## config.mk

```make
export PLATFORM = sky130hd
export DESIGN_NAME = video_preamp_control_registers
export DESIGN_NICKNAME = d
export VERILOG_FILES = /design/src/rtl/preamp_ctrl_pkg.sv /design/src/rtl/video_preamp_control_registers.sv /design/src/rtl/sync_two_ff.sv
export SDC_FILE = /design/constraint.sdc
export NUM_CORES = 1
export LEC_CHECK = 0
export BUFFER_PORTS_ARGS = -buffer_cell sky130_fd_sc_hd__buf_2
export CORE_MARGIN = 1
export CORE_UTILIZATION = 53
export CTS_CLUSTER_DIAMETER = 60
export DETAILED_ROUTE_END_ITERATION = 6
export PLACE_DENSITY = 0.83
export RECOVER_POWER = 25
export SYNTH_ARGS = -nofsm -noshare
export SYNTH_HDL_FRONTEND = slang
export SYNTH_SLANG_ARGS = --single-unit
export TNS_END_PERCENT = 5
```

## constraint.sdc

```tcl
create_clock -name clock -period 1.4 [get_ports clock]
set_input_delay 0.21 -clock clock [delete_from_list [all_inputs] [get_ports clock]]
set_output_delay 0.21 -clock clock [all_outputs]
set_load 0.01 [all_outputs]
```

## src/rtl/preamp_ctrl_pkg.sv

```systemverilog
package preamp_ctrl_pkg;

  // ********************************
  // register addresses on the serial port
  // ********************************
  localparam logic [15:0] ADDR_FOURTH_LEVEL = 16'h0817;
  localparam logic [15:0] ADDR_OFFSET_CONFIG = 16'h0818;
  localparam logic [15:0] ADDR_GLOBAL_CTRL = 16'h0819;
  localparam logic [15:0] ADDR_LOOP_OPTIONS = 16'h081E;
  localparam logic [15:0] ADDR_SOFT_RESET = 16'h081F;

  // ********************************
  // field positions, offset/contrast/config register
  // ********************************
  localparam int SHIFT_LSB = 0;
  localparam int SHIFT_MSB = 2;
  localparam int CONTRAST_LSB = 3;
  localparam int CONTRAST_MSB = 4;
  localparam int RANGE_HALVE_BIT = 5;
  localparam int MIX_BIT = 6;

  // ********************************
  // field positions, global control register
  // ********************************
  localparam int FORCE_BLANK_BIT = 0;
  localparam int AMP_SLEEP_BIT = 1;
  localparam int REVISION_LSB = 2;
  localparam int REVISION_MSB = 7;

  // ********************************
  // field positions, loop/blank/clamp register
  // ********************************
  localparam int LOOP_RANGE_LSB = 0;
  localparam int LOOP_RANGE_MSB = 1;
  localparam int VBLANK_OFF_BIT = 2;
  localparam int OVERLAY_ONLY_BIT = 3;
  localparam int FLYBACK_GATE_BIT = 4;
  localparam int CLAMP_POLARITY_BIT = 5;
  localparam int BURN_IN_BIT = 6;
  localparam int INTERLACE_BIT = 7;

  // ********************************
  // field position, soft reset register
  // ********************************
  localparam int SOFT_RESET_BIT = 0;

  // ********************************
  // reset values
  // ********************************
  localparam logic [7:0] RESET_FOURTH_LEVEL = 8'h00;
  localparam logic [6:0] RESET_OFFSET_CONFIG = 7'h00;
  localparam logic [1:0] RESET_GLOBAL_CTRL = 2'h0;
  localparam logic [7:0] RESET_LOOP_OPTIONS = 8'h04;
  // arbitrary value, stands in for the mask-programmed revision
  localparam logic [5:0] DIE_REVISION = 6'h15;

  // ********************************
  // timing
  // ********************************
  localparam int CLOCK_MHZ = 125;
  localparam int SOFT_RESET_NS = 32;
  localparam int SOFT_RESET_CYCLES_INT = (SOFT_RESET_NS * CLOCK_MHZ + 999) / 1000;
  localparam logic [3:0] SOFT_RESET_CYCLES = SOFT_RESET_CYCLES_INT[3:0];

  typedef enum logic [0:0] {
    SR_IDLE,
    SR_BUSY
  } soft_reset_state_t;

endpackage

```

## src/rtl/video_preamp_control_registers.sv

```systemverilog
`timescale 1ns/100ps

module video_preamp_control_registers
  import preamp_ctrl_pkg::*;
  (
  input wire logic clock,
  input wire logic reset_n,
  // register port from the serial engine
  input wire logic regWrite,
  input wire logic regRead,
  input wire logic [15:0] regAddr,
  input wire logic [7:0] regWdata,
  output logic [7:0] regRdata,
  // video timing from the core, same clock
  input wire logic hBlankIn,
  input wire logic vBlankIn,
  input wire logic fieldStart,
  // pins from outside the clock domain
  input wire logic staticBlankPin,
  input wire logic flybackPin,
  input wire logic clampPin,
  // converter controls
  output logic [7:0] fourthConverterLevel,
  output logic [2:0] levelShiftCode,
  output logic [1:0] osdContrast,
  output logic converterRangeHalve,
  output logic fourthConverterMix,
  // amplifier and video path controls
  output logic blankOut,
  output logic ampSleep,
  output logic [1:0] loopRangeOut,
  output logic flybackToLoop,
  output logic overlayOnly,
  output logic clampToCore,
  output logic burnInScreen,
  output logic jitterPhase,
  output logic abortOperations
  );

  // ********************************
  // address decode
  // ********************************

  // exact match on the full sixteen-bit address
  function automatic logic hit(input logic [15:0] addr, input logic [15:0] target);
    hit = (addr == target);
  endfunction

  logic [7:0] fourthLevel;
  logic [6:0] offsetConfig;
  logic [1:0] global_video_control;
  logic [7:0] loopOptions;
  logic softReset;
  soft_reset_state_t srState;
  logic [3:0] srCount;

  wire hitFourth = hit(regAddr, ADDR_FOURTH_LEVEL);
  wire hitOffset = hit(regAddr, ADDR_OFFSET_CONFIG);
  wire hitGlobal = hit(regAddr, ADDR_GLOBAL_CTRL);
  wire hitLoop = hit(regAddr, ADDR_LOOP_OPTIONS);
  wire hitSoft = hit(regAddr, ADDR_SOFT_RESET);

  // writes to other registers lose against a running soft reset
  wire writeOpen = regWrite && (srState == SR_IDLE);
  wire writeFourth = writeOpen && hitFourth;
  wire writeOffset = writeOpen && hitOffset;
  wire writeGlobal = writeOpen && hitGlobal;
  wire writeLoop = writeOpen && hitLoop;
  wire startSoft = writeOpen && hitSoft && regWdata[SOFT_RESET_BIT];
  wire reloadDefaults = (srState == SR_BUSY);

  // ********************************
  // pin synchronisers
  // ********************************
  logic [2:0] pinSync;

  sync_two_ff #(.WIDTH(3)) pinSyncInst (
    .clock(clock),
    .reset_n(reset_n),
    .asyncIn({clampPin, flybackPin, staticBlankPin}),
    .syncOut(pinSync)
  );

  wire staticBlank = pinSync[0];
  wire flybackSync = pinSync[1];
  wire clampSync = pinSync[2];

  // ********************************
  // soft reset sequencer
  // ********************************

  // counts a fixed number of cycles so the rest of the chip sees a clean abort
  always_ff @(posedge clock or negedge reset_n)
  begin
    if (!reset_n)
    begin
      srState <= SR_IDLE;
      srCount <= 4'h0;
    end
    else
    begin
      case (srState)
        SR_IDLE:
        begin
          if (startSoft)
          begin
            srState <= SR_BUSY;
            srCount <= SOFT_RESET_CYCLES;
          end
        end
        SR_BUSY:
        begin
          if (srCount == 4'h1)
            srState <= SR_IDLE;
          srCount <= srCount - 4'h1;
        end
        default:
          srState <= SR_IDLE;
      endcase
    end
  end

  // status bit follows the sequencer, polled by software
  always_ff @(posedge clock or negedge reset_n)
  begin
    if (!reset_n)
      softReset <= 1'b0;
    else
      softReset <= startSoft || (reloadDefaults && srCount != 4'h1);
  end

  // ********************************
  // control registers
  // ********************************

  // fourth converter level
  always_ff @(posedge clock or negedge reset_n)
  begin
    if (!reset_n)
      fourthLevel <= RESET_FOURTH_LEVEL;
    else if (reloadDefaults)
      fourthLevel <= RESET_FOURTH_LEVEL;
    else if (writeFourth)
      fourthLevel <= regWdata;
  end

  // offset, overlay contrast, converter configuration; bit 7 not stored
  always_ff @(posedge clock or negedge reset_n)
  begin
    if (!reset_n)
      offsetConfig <= RESET_OFFSET_CONFIG;
    else if (reloadDefaults)
      offsetConfig <= RESET_OFFSET_CONFIG;
    else if (writeOffset)
      offsetConfig <= regWdata[6:0];
  end

  // global blank and sleep; revision bits have no storage
  always_ff @(posedge clock or negedge reset_n)
  begin
    if (!reset_n)
      global_video_control <= RESET_GLOBAL_CTRL;
    else if (reloadDefaults)
      global_video_control <= RESET_GLOBAL_CTRL;
    else if (writeGlobal)
      global_video_control <= regWdata[AMP_SLEEP_BIT:FORCE_BLANK_BIT];
  end

  // loop range, blanking and video path options
  always_ff @(posedge clock or negedge reset_n)
  begin
    if (!reset_n)
      loopOptions <= RESET_LOOP_OPTIONS;
    else if (reloadDefaults)
      loopOptions <= RESET_LOOP_OPTIONS;
    else if (writeLoop)
      loopOptions <= regWdata;
  end

  // ********************************
  // read-back
  // ********************************

  // reads stay served during a soft reset so serial access completes
  wire [7:0] readMux =
    hitFourth ? fourthLevel :
    hitOffset ? {1'b0, offsetConfig} :
    hitGlobal ? {DIE_REVISION, global_video_control} :
    hitLoop ? loopOptions :
    hitSoft ? {7'h00, softReset} :
    8'h00;

  always_ff @(posedge clock or negedge reset_n)
  begin
    if (!reset_n)
      regRdata <= 8'h00;
    else if (regRead)
      regRdata <= readMux;
  end

  // ********************************
  // derived video controls
  // ********************************

  wire forceBlank = global_video_control[FORCE_BLANK_BIT];
  wire sleepBit = global_video_control[AMP_SLEEP_BIT];
  wire vblankOff = loopOptions[VBLANK_OFF_BIT];

  // every blank source merges here; sleep forces blank too
  wire next_blankOut = forceBlank || sleepBit || hBlankIn || staticBlank
    || (vBlankIn && !vblankOff);

  // flyback pulse reaches the loop only while the gate bit is clear
  wire next_flyback = flybackSync && !loopOptions[FLYBACK_GATE_BIT];

  // clamp is normalised to positive-going for the core
  wire next_clamp = clampSync ^ loopOptions[CLAMP_POLARITY_BIT];

  // jitter phase flips each field in interlace mode, held low otherwise
  wire next_jitter = loopOptions[INTERLACE_BIT] ? (jitterPhase ^ fieldStart) : 1'b0;

  // ********************************
  // output registers
  // ********************************

  // converter and offset controls
  always_ff @(posedge clock or negedge reset_n)
  begin
    if (!reset_n)
    begin
      fourthConverterLevel <= RESET_FOURTH_LEVEL;
      levelShiftCode <= RESET_OFFSET_CONFIG[SHIFT_MSB:SHIFT_LSB];
      osdContrast <= RESET_OFFSET_CONFIG[CONTRAST_MSB:CONTRAST_LSB];
      converterRangeHalve <= RESET_OFFSET_CONFIG[RANGE_HALVE_BIT];
      fourthConverterMix <= RESET_OFFSET_CONFIG[MIX_BIT];
    end
    else
    begin
      fourthConverterLevel <= fourthLevel;
      levelShiftCode <= offsetConfig[SHIFT_MSB:SHIFT_LSB];
      osdContrast <= offsetConfig[CONTRAST_MSB:CONTRAST_LSB];
      converterRangeHalve <= offsetConfig[RANGE_HALVE_BIT];
      fourthConverterMix <= offsetConfig[MIX_BIT];
    end
  end

  // video path, amplifier and loop controls
  always_ff @(posedge clock or negedge reset_n)
  begin
    if (!reset_n)
    begin
      blankOut <= 1'b1;
      ampSleep <= 1'b0;
      loopRangeOut <= RESET_LOOP_OPTIONS[LOOP_RANGE_MSB:LOOP_RANGE_LSB];
      flybackToLoop <= 1'b0;
      overlayOnly <= 1'b0;
      clampToCore <= 1'b0;
      burnInScreen <= 1'b0;
      jitterPhase <= 1'b0;
    end
    else
    begin
      blankOut <= next_blankOut;
      ampSleep <= sleepBit;
      loopRangeOut <= loopOptions[LOOP_RANGE_MSB:LOOP_RANGE_LSB];
      flybackToLoop <= next_flyback;
      overlayOnly <= loopOptions[OVERLAY_ONLY_BIT];
      clampToCore <= next_clamp;
      burnInScreen <= loopOptions[BURN_IN_BIT];
      jitterPhase <= next_jitter;
    end
  end

  // abort to the rest of the chip; the serial engine does not take it
  always_ff @(posedge clock or negedge reset_n)
  begin
    if (!reset_n)
      abortOperations <= 1'b0;
    else
      abortOperations <= startSoft || (reloadDefaults && srCount != 4'h1);
  end

endmodule

```

## src/rtl/sync_two_ff.sv

```systemverilog
`timescale 1ns/100ps

// ********************************
// two-stage synchroniser for pin inputs
// ********************************
module sync_two_ff
  #(parameter int WIDTH = 1)
  (
  input wire logic clock,
  input wire logic reset_n,
  input wire logic [WIDTH-1:0] asyncIn,
  output logic [WIDTH-1:0] syncOut
  );

  logic [WIDTH-1:0] firstStage;

  // first stage is read only by the second stage
  always_ff @(posedge clock or negedge reset_n)
  begin
    if (!reset_n)
    begin
      firstStage <= '0;
      syncOut <= '0;
    end
    else
    begin
      firstStage <= asyncIn;
      syncOut <= firstStage;
    end
  end

endmodule

```

---- After elaboration in Yosys (flattened, before gate mapping) ----
Index checks and enable logic that the tools add are counted.
operators by class
  add/sub/neg operators ................... 1
  bitwise gates (word level) .............. 3
  eq/ne operators ......................... 8
  reduce and logical (&&, ||, !) cells .... 21
  multiplexer cells ....................... 19
operator list
  kind                    count
  $eq A16 B12 Y1 const B  5
  $mux W8                 8
  $mux W7                 2
  $logic_and A1 B1 Y1     10
  $pmux W4 S2             1
  $reduce_bool A2 Y1      4
  $logic_or A1 B1 Y1      5
  $eq A4 B1 Y1 const B    1
  $mux W1                 4
  $mux W2                 2
  $mux W4                 1
  $ne A4 B1 Y1 const B    1
  $sub A4 B1 Y4 const B   1
  $logic_not A1 Y1        2
  $ne A2 B2 Y1 const B    1
  $pmux W1 S2             1
  $xor A1 B1 Y1           2
  $not A1 Y1              1
storage, ports and cells
  bits in registers ....................... 69
  output and inout bits ................... 33

---- Depth between registers and ports, before layout ----
Gate-level depths: netlist (run 1).
  depth after elaboration ................. 6
  mapped depth ............................ 6
  mapped depth without buffers ............ 5

---- Hierarchy ----
A second synthesis (run 1) with hierarchy kept.
second synthesis, totals
  cell total of the unflattened synthesis .. 245
  area total of the unflattened synthesis .. 2785.2 um^2
modules (own cells, without submodules)
  module                          seq. area each (um^2)  instances  cells an instance  area an instance (um^2)
  video_preamp_control_registers  1579.0                 1          239                2635.0
  sync_two_ff                     150.1                  1          6                  150.1

---- Worst setup path before layout (run 1) ----
No wires, ideal clock.
  kind .................................... input port to flip-flop
  from .................................... input regAddr[13]
  to ...................................... register srCount[1]
  stages on the path ...................... 4
  setup slack ............................. 0.032 ns
  required time ........................... 1.259 ns
  arrival ................................. 1.227 ns
  cell sequence ........................... nor4_4 > nand4_2 > nor4_4 > o22ai_1
between the ends
  word-level cells in the longest chain between the ends .. 4
ends and longest elaborated chain
  item                              RTL line                               text
  start, declared                   video_preamp_control_registers.sv:11   input wire logic [15:0] regAddr,
  $eq A16 B12 Y1                    video_preamp_control_registers.sv:46   hit = (addr == target);
  $logic_and A1 B1 Y1 (2 in a row)  video_preamp_control_registers.sv:69   wire startSoft = writeOpen && hitSoft && regWdata[SOFT_RESET_BIT];
  $ne A2 B2 Y1 (no source line)     n/a
  end signal, assigned              video_preamp_control_registers.sv:115  srCount <= srCount - 4'h1;
  end, declared                     video_preamp_control_registers.sv:55   logic [3:0] srCount;
No other way between the ends.
A chain may end at the register's enable or synchronous reset.

---- Final worst setup path (run 1) ----
  from .................................... register softReset
  to ...................................... register regRdata[0]
between the ends
  word-level cells in the longest chain between the ends .. 5
ends and longest elaborated chain
  item                    RTL line                               text
  start, declared         video_preamp_control_registers.sv:53   logic softReset;
  start signal, assigned  video_preamp_control_registers.sv:129  softReset <= startSoft || (reloadDefaults && srCount != 4'h1);
  $mux W1                 video_preamp_control_registers.sv:190  hitSoft ? {7'h00, softReset} :
  $mux W8                 video_preamp_control_registers.sv:189  hitLoop ? loopOptions :
  $mux W8                 video_preamp_control_registers.sv:188  hitGlobal ? {DIE_REVISION, global_video_control} :
  $mux W8                 video_preamp_control_registers.sv:187  hitOffset ? {1'b0, offsetConfig} :
  $mux W8                 video_preamp_control_registers.sv:186  hitFourth ? fourthLevel :
  end signal, assigned    video_preamp_control_registers.sv:198  regRdata <= readMux;
  end, declared           video_preamp_control_registers.sv:13   output logic [7:0] regRdata,
No other way between the ends.

==> flow_summary_export.csv, run 1 <==
group,metric,value,unit
yosys,synthXorXnorAreaFrac,1.24,%
sta,slew_violations,0,
sta,fin_crit_sh,99.6,%
worst_setup_path,required,1.62,ns
yosys,synthSimpleGateAreaFrac,15.7,%
outcome,status,"finished, final reports clean",
worst_hold_path,hold_start,"vBlankIn",
worst_hold_path,hold_depth,3,
drt,initialDrtViolationCount,251,
power_and_ir_drop,power_leakage,1.77,nW
drt,routedWlPerCell,15.5,um
worst_setup_path,crit_path_end_kind,"flop",
yosys,synthCells,247,
die,row_count,26,
yosys,synth.top_cell.area_share,59.1,%
yosys,synthAdderAreaFrac,0.882,%
power_and_ir_drop,peakVddDrop,621,uV
yosys,synth_seq_area_share,61.0,%
worst_setup_path,r2r_slack,0.006,ns
worst_setup_path,reg2reg_to,"regRdata[0]$_DFFE_PN0P_",
layout,fin_area,3590,um^2
yosys,synthFlopType,"dfrtp_1",
die,start_util,55.2,%
die,die_area,5650,um^2
worst_setup_path,worstSetupPathType,"reg2reg",
cts,clk_pin_slew,0.07,ns
global_route,grt_pass1_vias,2143,
placed_design,place_area,3360,um^2
yosys,syn_nets,283,
yosys,synth-edff-count,0,
sta,setup_viol,0,
drt,drc_errors,0,
worst_setup_path,timing.rr.start,"softReset$_DFF_PN0_",
worst_setup_path,worst_r2r_path_depth,4,
drt,vias_per_cell,5.55,
yosys,synth_top_family_by_area,"compound AO/OA/AOI/OAI gates",
cts,cts_tree,"yes",
cts,cts-root-buf,"clkbuf_8",
yosys,synth_most_common_cell,"dfrtp_1",
cts,cts_resized,0,
sta,fin_worst_skew,0.00580,ns
drt,ant_nets,0,
yosys,synth.top_cells.by_count,"dfrtp_1, nand3_1, a21oi_1",
sta,grt_setup_unrepaired,"true",
worst_setup_path,crit_path_max_fanout,2,
sta,whs,0.0736,ns
worst_hold_path,min_to,"blankOut$_DFF_PN1_",
job,drv_cap,0,
layout,area_growth,26.7,%
placed_design,place_congestion,0.822,
yosys,muxShareOfSynthArea,0,%
yosys,synth_compound_area_share,16.9,%
global_route,grt_overflow,0,
sta,finalHoldViolCount,0,
cts,cts.htree.levels,3,
cts,clockBufferDepth,2,
die,die_y,75.2,um
sta,relSlewSlack,44.5,%
placed_design,dp_hpwl,4420,um
layout,drive_gt1_share,34.6,%
layout,finalNetCount,371,
yosys,synth_top_area_cell,"dfrtp_1",
drt,wl,6320,um
die,io_pins,67,
yosys,synth.area.top_cells,"dfrtp_1, nand3_1, a21oi_1, o21ai_0, nor4b_4",
global_route,antenna_found_initial,0,
global_route,grt_pass1_wl,10300,um
yosys,synth.avg_cell_area,11.5,um^2
yosys,synthArstFlopShare,100,%
drt,drt_first_pass_iters,4,
yosys,synth_warnings,0,
layout,diodes,0,
cts,clk_latency,0.34,ns
global_route,grt_usage,25.6,%
drt,vias,2265,
yosys,ys_ff_latch,69,
cts,numCtsBuffers,9,
yosys,synth_area,2840,um^2
worst_setup_path,critical_path_arrival,1.61,ns
global_route,grt_max_degree,70,
worst_hold_path,min_path_type,"in2reg",
layout,fill_cells,400,
power_and_ir_drop,p_per_area,1070,nW/um^2
cts,clock_sinks,69,
placed_design,io_buffer_count,66,
yosys,synth.distinct_cells,45,
power_and_ir_drop,finalPower,0.00385,W
sta,worst_slew_pin_slew,0.832,ns
die,core-area,5140,um^2
sta,tns,0,ns
sta,fmax,0.717,GHz
die,die_x,75.2,um
worst_setup_path,start_kind,"flop",
sta,finalCriticalPeriod,1.39,ns
layout,final_core_util,69.9,%
## cell families (layout without fill, tap and decap cells)
logic type / Yosys count / after routing
flops: 69 / 69
simple gates: 66 / 66
compound gates: 79 / 79
buf+inv: 27 / 118
fa+ha+maj: 2 / 2
xor+xnor: 4 / 4
## state kept, by name, summed over array words and instances, names as in the netlist, 2 cells and up
| register | count |
|---|---|
| global_video_control | 2 |
| pinSyncInst.syncOut | 3 |
| regRdata | 8 |
| levelShiftCode | 3 |
| pinSyncInst.firstStage | 3 |
| loopOptions | 8 |
| offsetConfig | 7 |
| fourthLevel | 8 |
| osdContrast | 2 |
| fourthConverterLevel | 8 |
| loopRangeOut | 2 |
| srCount | 4 |
## layout make-up
class	count	area [um^2]	share of cell area (%)
inverter	12	45.0	1.25
sequential	69	1730	48.1
tap	70	87.6	2.44
clock inverter	1	30.0	0.836
timing repair buffer	92	548	15.3
clock buffer	13	169	4.70
multi-input combinational	151	985	27.4
## power breakdown
part / switching [W] / leakage (nW) / internal [W] / total (W)
sequential: 0.00000394 / 0.918 / 0.00201 / 0.00201
clock: 0.000657 / 0.102 / 0.000950 / 0.00161
combinational: 0.000138 / 0.751 / 0.0000918 / 0.000230
total: 0.000798 / 1.77 / 0.00305 / 0.00385
## repair_timing
action / 4_1_cts / 5_1_grt
endpoints found under the setup margin: 0 / 1
hold endpoints to repair: 70 / 0
hold buffers: 4 / 0
setup buffers: 0 / 1
## stage by stage
stage | std cells | setup slack (ns)
floorplan | 247 | 0.0317
global placement | 389 | -0.129
detailed placement | 389 | -0.159
CTS | 407 | 0.00869
global route | 408 | -0.0179
finish | 408 | 0.00621
## layer usage
metal | up-vias | wire (um) | track usage, %
met5 | - | 0 | 0
met4 | 0 | 98 | 10.1
met3 | 7 | 471 | 8.43
met2 | 109 | 3170 | 40.1
met1 | 1083 | 2580 | 33.4
li1 | 1066 | - | -
## cell usage in the layout (no fill, tap or decap), drive strengths merged, types with 7 or more instances in the layout
cell	synthesis	layout
inv	12	12
clkbuf	10	13
dfrtp	67	67
o22ai	8	8
nand2	7	7
a21oi	27	27
nand3	29	29
buf	5	88
nor2	8	8
o21ai	27	27
## critical path: stages (launching register included)
cell      delay, ns
dfrtp_1        0.38
and4_1         0.20
a221o_1        0.29
a221oi_2       0.30
o32ai_2        0.11
## how the worst max path moves through the flow
stage                              from                       to  slack [ns]
floorplan                   regAddr[13]   srCount[1]$_DFFE_PN0P_        0.03
global placement            regAddr[13]   srCount[1]$_DFFE_PN0P_       -0.13
detailed placement           regAddr[9]   srCount[1]$_DFFE_PN0P_       -0.16
CTS                 softReset$_DFF_PN0_  regRdata[0]$_DFFE_PN0P_       0.009
global route        softReset$_DFF_PN0_  regRdata[0]$_DFFE_PN0P_       -0.02
finish              softReset$_DFF_PN0_  regRdata[0]$_DFFE_PN0P_       0.006
No activity file was read; power rests on OpenSTA's default activity.
==> run 2: changes to the inputs <==
Settings changed: CORE_UTILIZATION 53 to 55, CTS_BUF_LIST set to sky130_fd_sc_hd__clkbuf_8, PLACE_DENSITY 0.83 to 0.85.
==> flow_summary_export.csv, run 2 (synthesis results as in run 1) <==
group,metric,value,unit
outcome,status,"finished, final reports clean",
sta,finalHoldViolCount,0,
worst_setup_path,crit_path_max_fanout,2,
sta,finalCriticalPeriod,1.34,ns
drt,vias,2391,
drt,drt_first_pass_iters,5,
cts,clock_sinks,69,
die,start_util,58.5,%
layout,area_growth,28.9,%
sta,setup_slack,0.0591,ns
cts,numCtsBuffers,9,
die,die_x,73.8,um
die,io_pins,67,
drt,vias_per_cell,5.83,
sta,whs,0.0738,ns
power_and_ir_drop,p_switching,0.000863,W
power_and_ir_drop,switching_share,22.5,%
power_and_ir_drop,p_per_area,1050,nW/um^2
die,die_area,5450,um^2
global_route,grt_overflow,0,
worst_setup_path,crit_path_end_kind,"flop",
cts,cts_tree,"yes",
worst_setup_path,worstSetupPathType,"reg2reg",
global_route,grt_pass1_vias,2290,
power_and_ir_drop,internal-power,0.00297,W
layout,diodes,0,
layout,final_common_cell,"dfrtp_1",
sta,worst_slew_pin_slew,0.519,ns
power_and_ir_drop,p_seq_share,52.5,%
drt,ant_nets,0,
drt,initialDrtViolationCount,282,
layout,final_cell_mix,"dfrtp_1, buf_2, nand3_1",
placed_design,dp_hpwl,4560,um
power_and_ir_drop,p_clk_share,40.7,%
global_route,grt_max_degree,34,
drt,drc_errors,0,
die,core-area,4850,um^2
sta,fin_crit_sh,95.8,%
global_route,grt_pass1_wl,11100,um
layout,finalNetCount,374,
drt,wl,6890,um
global_route,antenna_found_initial,0,
sta,fmax,0.746,GHz
worst_hold_path,hold_start,"vBlankIn",
sta,setup_viol,0,
cts,clk_latency,0.34,ns
global_route,grt_usage,28.3,%
worst_setup_path,crit_start,"softReset$_DFF_PN0_",
die,row_count,25,
placed_design,preCtsSetupSlack,-0.171,ns
cts,cts.htree.levels,3,
cts,cts-root-buf,"clkbuf_8",
worst_setup_path,critical_path_arrival,1.56,ns
cts,clockBufferDepth,2,
sta,relSlewSlack,65.4,%
die,die_y,73.8,um
placed_design,place_congestion,0.892,
power_and_ir_drop,power_leakage,1.80,nW
placed_design,io_buffer_count,66,
worst_setup_path,start_kind,"flop",
layout,drive_gt1_share,35.3,%
sta,grt_setup_unrepaired,"false",
power_and_ir_drop,peakVddDrop,885,uV
worst_hold_path,min_path_type,"in2reg",
worst_setup_path,required,1.62,ns
cts,clk_pin_slew,0.07,ns
power_and_ir_drop,power_frac_comb,6.8,%
sta,slew_violations,0,
sta,fin_worst_skew,0.00482,ns
drt,routedWlPerCell,16.8,um
worst_setup_path,timing.rr.start,"softReset$_DFF_PN0_",
job,drv_cap,0,
-- run 2: power by group through the flow --
stage,Combinational (W),Sequential [W],Clock (W)
after CTS,0.000260,0.00201,0.00158
after global routing,0.000283,0.00201,0.00166
after global placement,0.000242,0.00205,0
final,0.000260,0.00201,0.00156
after detailed placement,0.000249,0.00205,0
after floorplan,0.0000711,0.00205,0
-- run 2: what timing repair did --
item,in CTS,in global routing
buffers inserted,0,0
hold endpoints to repair,16,0
gates resized for setup,0,0
hold buffers,4,0
endpoints found under the setup margin,0,1
-- run 2: area by class of cell --
type	instances	area, um^2
Clock buffer	10	138
Clock inverter	6	55.1
Fill cell	322	1190
Inverter	12	45.0
Multi-Input combinational cell	151	985
Sequential cell	69	1730
Tap cell	67	83.8
Timing Repair Buffer	95	621
-- run 2: stage by stage --
| step | setup TNS (ns) | util [%] | cell area, um^2 | std cells | total power (W) |
|---|---|---|---|---|---|
| 5_1_grt | 0 | 75.4 | 3660 | 410 | 0.00395 |
| 2_1_floorplan | 0 | - | 2840 | 247 | 0.00212 |
| 4_1_cts | 0 | 75.4 | 3660 | 410 | 0.00385 |
| 6_report | 0 | 75.4 | 3660 | 410 | 0.00383 |
| 3_3_place_gp | -2.63 | 70.6 | 3420 | 390 | 0.00229 |
| 3_5_place_dp | -3.80 | 70.6 | 3420 | 390 | 0.00230 |
-- run 2: path summary, 6_finish.rpt --
path	end	slack [ns]	cells past startpoint
min	blankOut$_DFF_PN1_	0.07	3
min reg2reg	pinSyncInst.syncOut[1]$_DFF_PN0_	0.35	0
max reg2reg	regRdata[0]$_DFFE_PN0P_	0.06	4
max in group asynchronous	loopOptions[5]$_DFFE_PN0P_	0.46	3
max	regRdata[0]$_DFFE_PN0P_	0.06	4
min in group asynchronous	levelShiftCode[0]$_DFF_PN0_	0.38	2
-- run 2: layer usage --
layer / GRT usage [%] / routed length (um) / vias up
li1: - / - / 1070
met5: 0 / 0 / -
met1: 37.4 / 2820 / 1180
met4: 14.3 / 174 / 0
met3: 6.58 / 507 / 17
met2: 43.8 / 3380 / 124
-- run 2: worst max-delay path, cell delays in order, from the launching register on --
cell and delay (ns):
dfrtp_1 0.37, and4_1 0.15, a221o_1 0.29, a221oi_2 0.30, o32ai_2 0.11
==> run 3: changes to the inputs <==
Settings changed: ABC_AREA set to 1, PLACE_DENSITY 0.85 to 0.86.
==> flow_summary_export.csv, run 3 <==
group,metric,value,unit
outcome,status,"finished, final reports clean",
sta,setup_viol,0,
power_and_ir_drop,peakVddDrop,688,uV
yosys,synth.top_cells.by_count,"dfrtp_1, nand2_1, nand3_1",
worst_hold_path,min_path_type,"in2reg",
placed_design,dp_hpwl,4330,um
worst_setup_path,required,1.62,ns
sta,finalCriticalPeriod,1.24,ns
cts,cts.htree.levels,3,
placed_design,place_congestion,0.831,
placed_design,io_buffer_count,66,
yosys,syn_nets,329,
yosys,ys_ff_latch,69,
yosys,synth_top_area_cell,"dfrtp_1",
worst_setup_path,worstSetupPathType,"reg2reg",
drt,drt_first_pass_iters,5,
drt,wl,6190,um
sta,finalHoldViolCount,0,
die,core-area,4820,um^2
worst_setup_path,crit_path_end_kind,"flop",
layout,diodes,0,
drt,drc_errors,0,
job,drv_cap,0,
die,start_util,58.0,%
die,row_count,25,
power_and_ir_drop,p_clk_share,42.2,%
global_route,grt_usage,26.6,%
sta,worst_slew_pin_slew,0.818,ns
power_and_ir_drop,p_per_area,1090,nW/um^2
layout,area_growth,24.5,%
layout,drive_gt1_share,27.4,%
yosys,synth_seq_area_share,61.9,%
yosys,synthCells,293,
sta,grt_setup_unrepaired,"false",
yosys,synthArstFlopShare,100,%
die,die_x,73.3,um
worst_setup_path,critical_path_arrival,1.45,ns
sta,fmax,0.809,GHz
power_and_ir_drop,p_seq_share,53.3,%
global_route,grt_pass1_vias,2200,
sta,slew_violations,0,
global_route,grt_max_degree,70,
cts,clock_sinks,69,
cts,clockBufferDepth,2,
global_route,grt_pass1_wl,10500,um
cts,cts-root-buf,"clkbuf_8",
cts,post_cts_buffers,0,
drt,ant_nets,0,
yosys,synth.area.top_cells,"dfrtp_1, nand2_1, nand3_1, nor2_1, inv_1",
global_route,grt_overflow,0,
power_and_ir_drop,p_switching,0.000885,W
die,die_area,5370,um^2
worst_setup_path,start_kind,"flop",
power_and_ir_drop,power_leakage,1.92,nW
die,die_y,73.3,um
cts,cts_tree,"yes",
sta,tns,0,ns
yosys,synth.avg_cell_area,9.53,um^2
sta,relSlewSlack,45.5,%
yosys,synth.top_cell.area_share,60.0,%
global_route,antenna_found_initial,0,
cts,cts_resized,0,
layout,final_cell_mix,"nand2_1, dfrtp_1, buf_2",
yosys,synth.distinct_cells,26,
drt,initialDrtViolationCount,298,
yosys,synth_area,2790,um^2
cts,clk_latency,0.35,ns
yosys,synthFlopType,"dfrtp_1",
cts,ctsHoldBuffers,4,
yosys,synth_warnings,0,
cts,clk_pin_slew,0.07,ns
drt,vias_per_cell,5.22,
layout,finalNetCount,411,
cts,numCtsBuffers,9,
worst_setup_path,crit_path_max_fanout,6,
drt,routedWlPerCell,13.9,um
sta,fin_crit_sh,88.3,%
sta,fin_worst_skew,0.00762,ns
power_and_ir_drop,power_frac_comb,4.5,%
sta,whs,0.123,ns
power_and_ir_drop,switching_share,23.4,%
drt,vias,2333,
die,io_pins,67,
power_and_ir_drop,internal-power,0.00290,W
yosys,synth-edff-count,0,
## run 3: cell count changes in the layout (fill, tap and decap cells not counted), sizes merged, moves of 8 or more
cell	previous run	this run
inv	14	27
nand3	29	50
buf	90	76
nor2	8	32
o22ai	8	0
nand2	7	72
o21ai	27	10
a21oi	27	0
o31ai	0	8
## run 3: critical path, cell delays in order (launching register included)
cell      delay [ns]
dfrtp_1         0.38
clkinv_1        0.06
nand2_1         0.05
nor2_1          0.21
nand2_1         0.21
nand3_1         0.11
o21ai_0         0.09
## run 3: power by group through the flow
stage	Combinational (W)	Clock [W]	Sequential (W)
finish	0.000169	0.00160	0.00202
global route	0.000193	0.00170	0.00202
CTS	0.000176	0.00162	0.00202
detailed placement	0.000167	0	0.00206
global placement	0.000162	0	0.00206
floorplan	0.0000481	0	0.00206
## run 3: cell families after synthesis
group	share of synthesized area, %
adders and majority gates	0.896
buffers and inverters	5.24
xor gates and xnor gates	0.941
and+or+nand+nor	25.9
DFF	61.9
AOI/OAI and AO/OA	5.15
## run 3: worst paths after layout
| path | cells past startpoint | end | start | slack, ns |
|---|---|---|---|---|
| worst min register to register | 0 | pinSyncInst.syncOut[1]$_DFF_PN0_ | pinSyncInst.firstStage[1]$_DFF_PN0_ | 0.36 |
| max in group asynchronous | 3 | loopOptions[0]$_DFFE_PN0P_ | reset_n | 0.30 |
| worst max register to register | 6 | srCount[1]$_DFFE_PN0P_ | reloadDefaults$_DFF_PN0_ | 0.16 |
| worst max-delay path | 6 | srCount[1]$_DFFE_PN0P_ | reloadDefaults$_DFF_PN0_ | 0.16 |
| min in group asynchronous | 3 | regRdata[5]$_DFFE_PN0P_ | reset_n | 0.58 |
| worst min-delay path | 3 | fourthLevel[3]$_DFFE_PN0P_ | regWdata[3] | 0.12 |
## run 3: routing by layer
layer / track usage, % / vias up / share of wire [%]
met5: 0 / - / 0
met4: 13.5 / 0 / 2.0
li1: - / 1117 / -
met1: 34.5 / 1109 / 43
met3: 5.35 / 16 / 5.6
met2: 42.8 / 91 / 50
## run 3: cell type report
type	instances	area, um^2
Clock inverter	7	75.1
Inverter	27	101
Fill cell	382	1340
Clock buffer	9	124
Multi-Input combinational cell	188	917
Timing Repair Buffer	80	445
Tap cell	67	83.8
Sequential cell	69	1730
## run 3: through the flow
stage	cells	power (W)	instance area, um^2	setup WS [ns]	utilization (%)
final	447	0.00379	3480	0.163	72.2
after CTS	447	0.00382	3490	0.177	72.4
after floorplan	293	0.00211	2790	0.160	-
after global routing	447	0.00392	3480	0.0729	72.2
after detailed placement	427	0.00222	3250	-0.0207	67.5
after global placement	427	0.00222	3250	0.0209	67.5
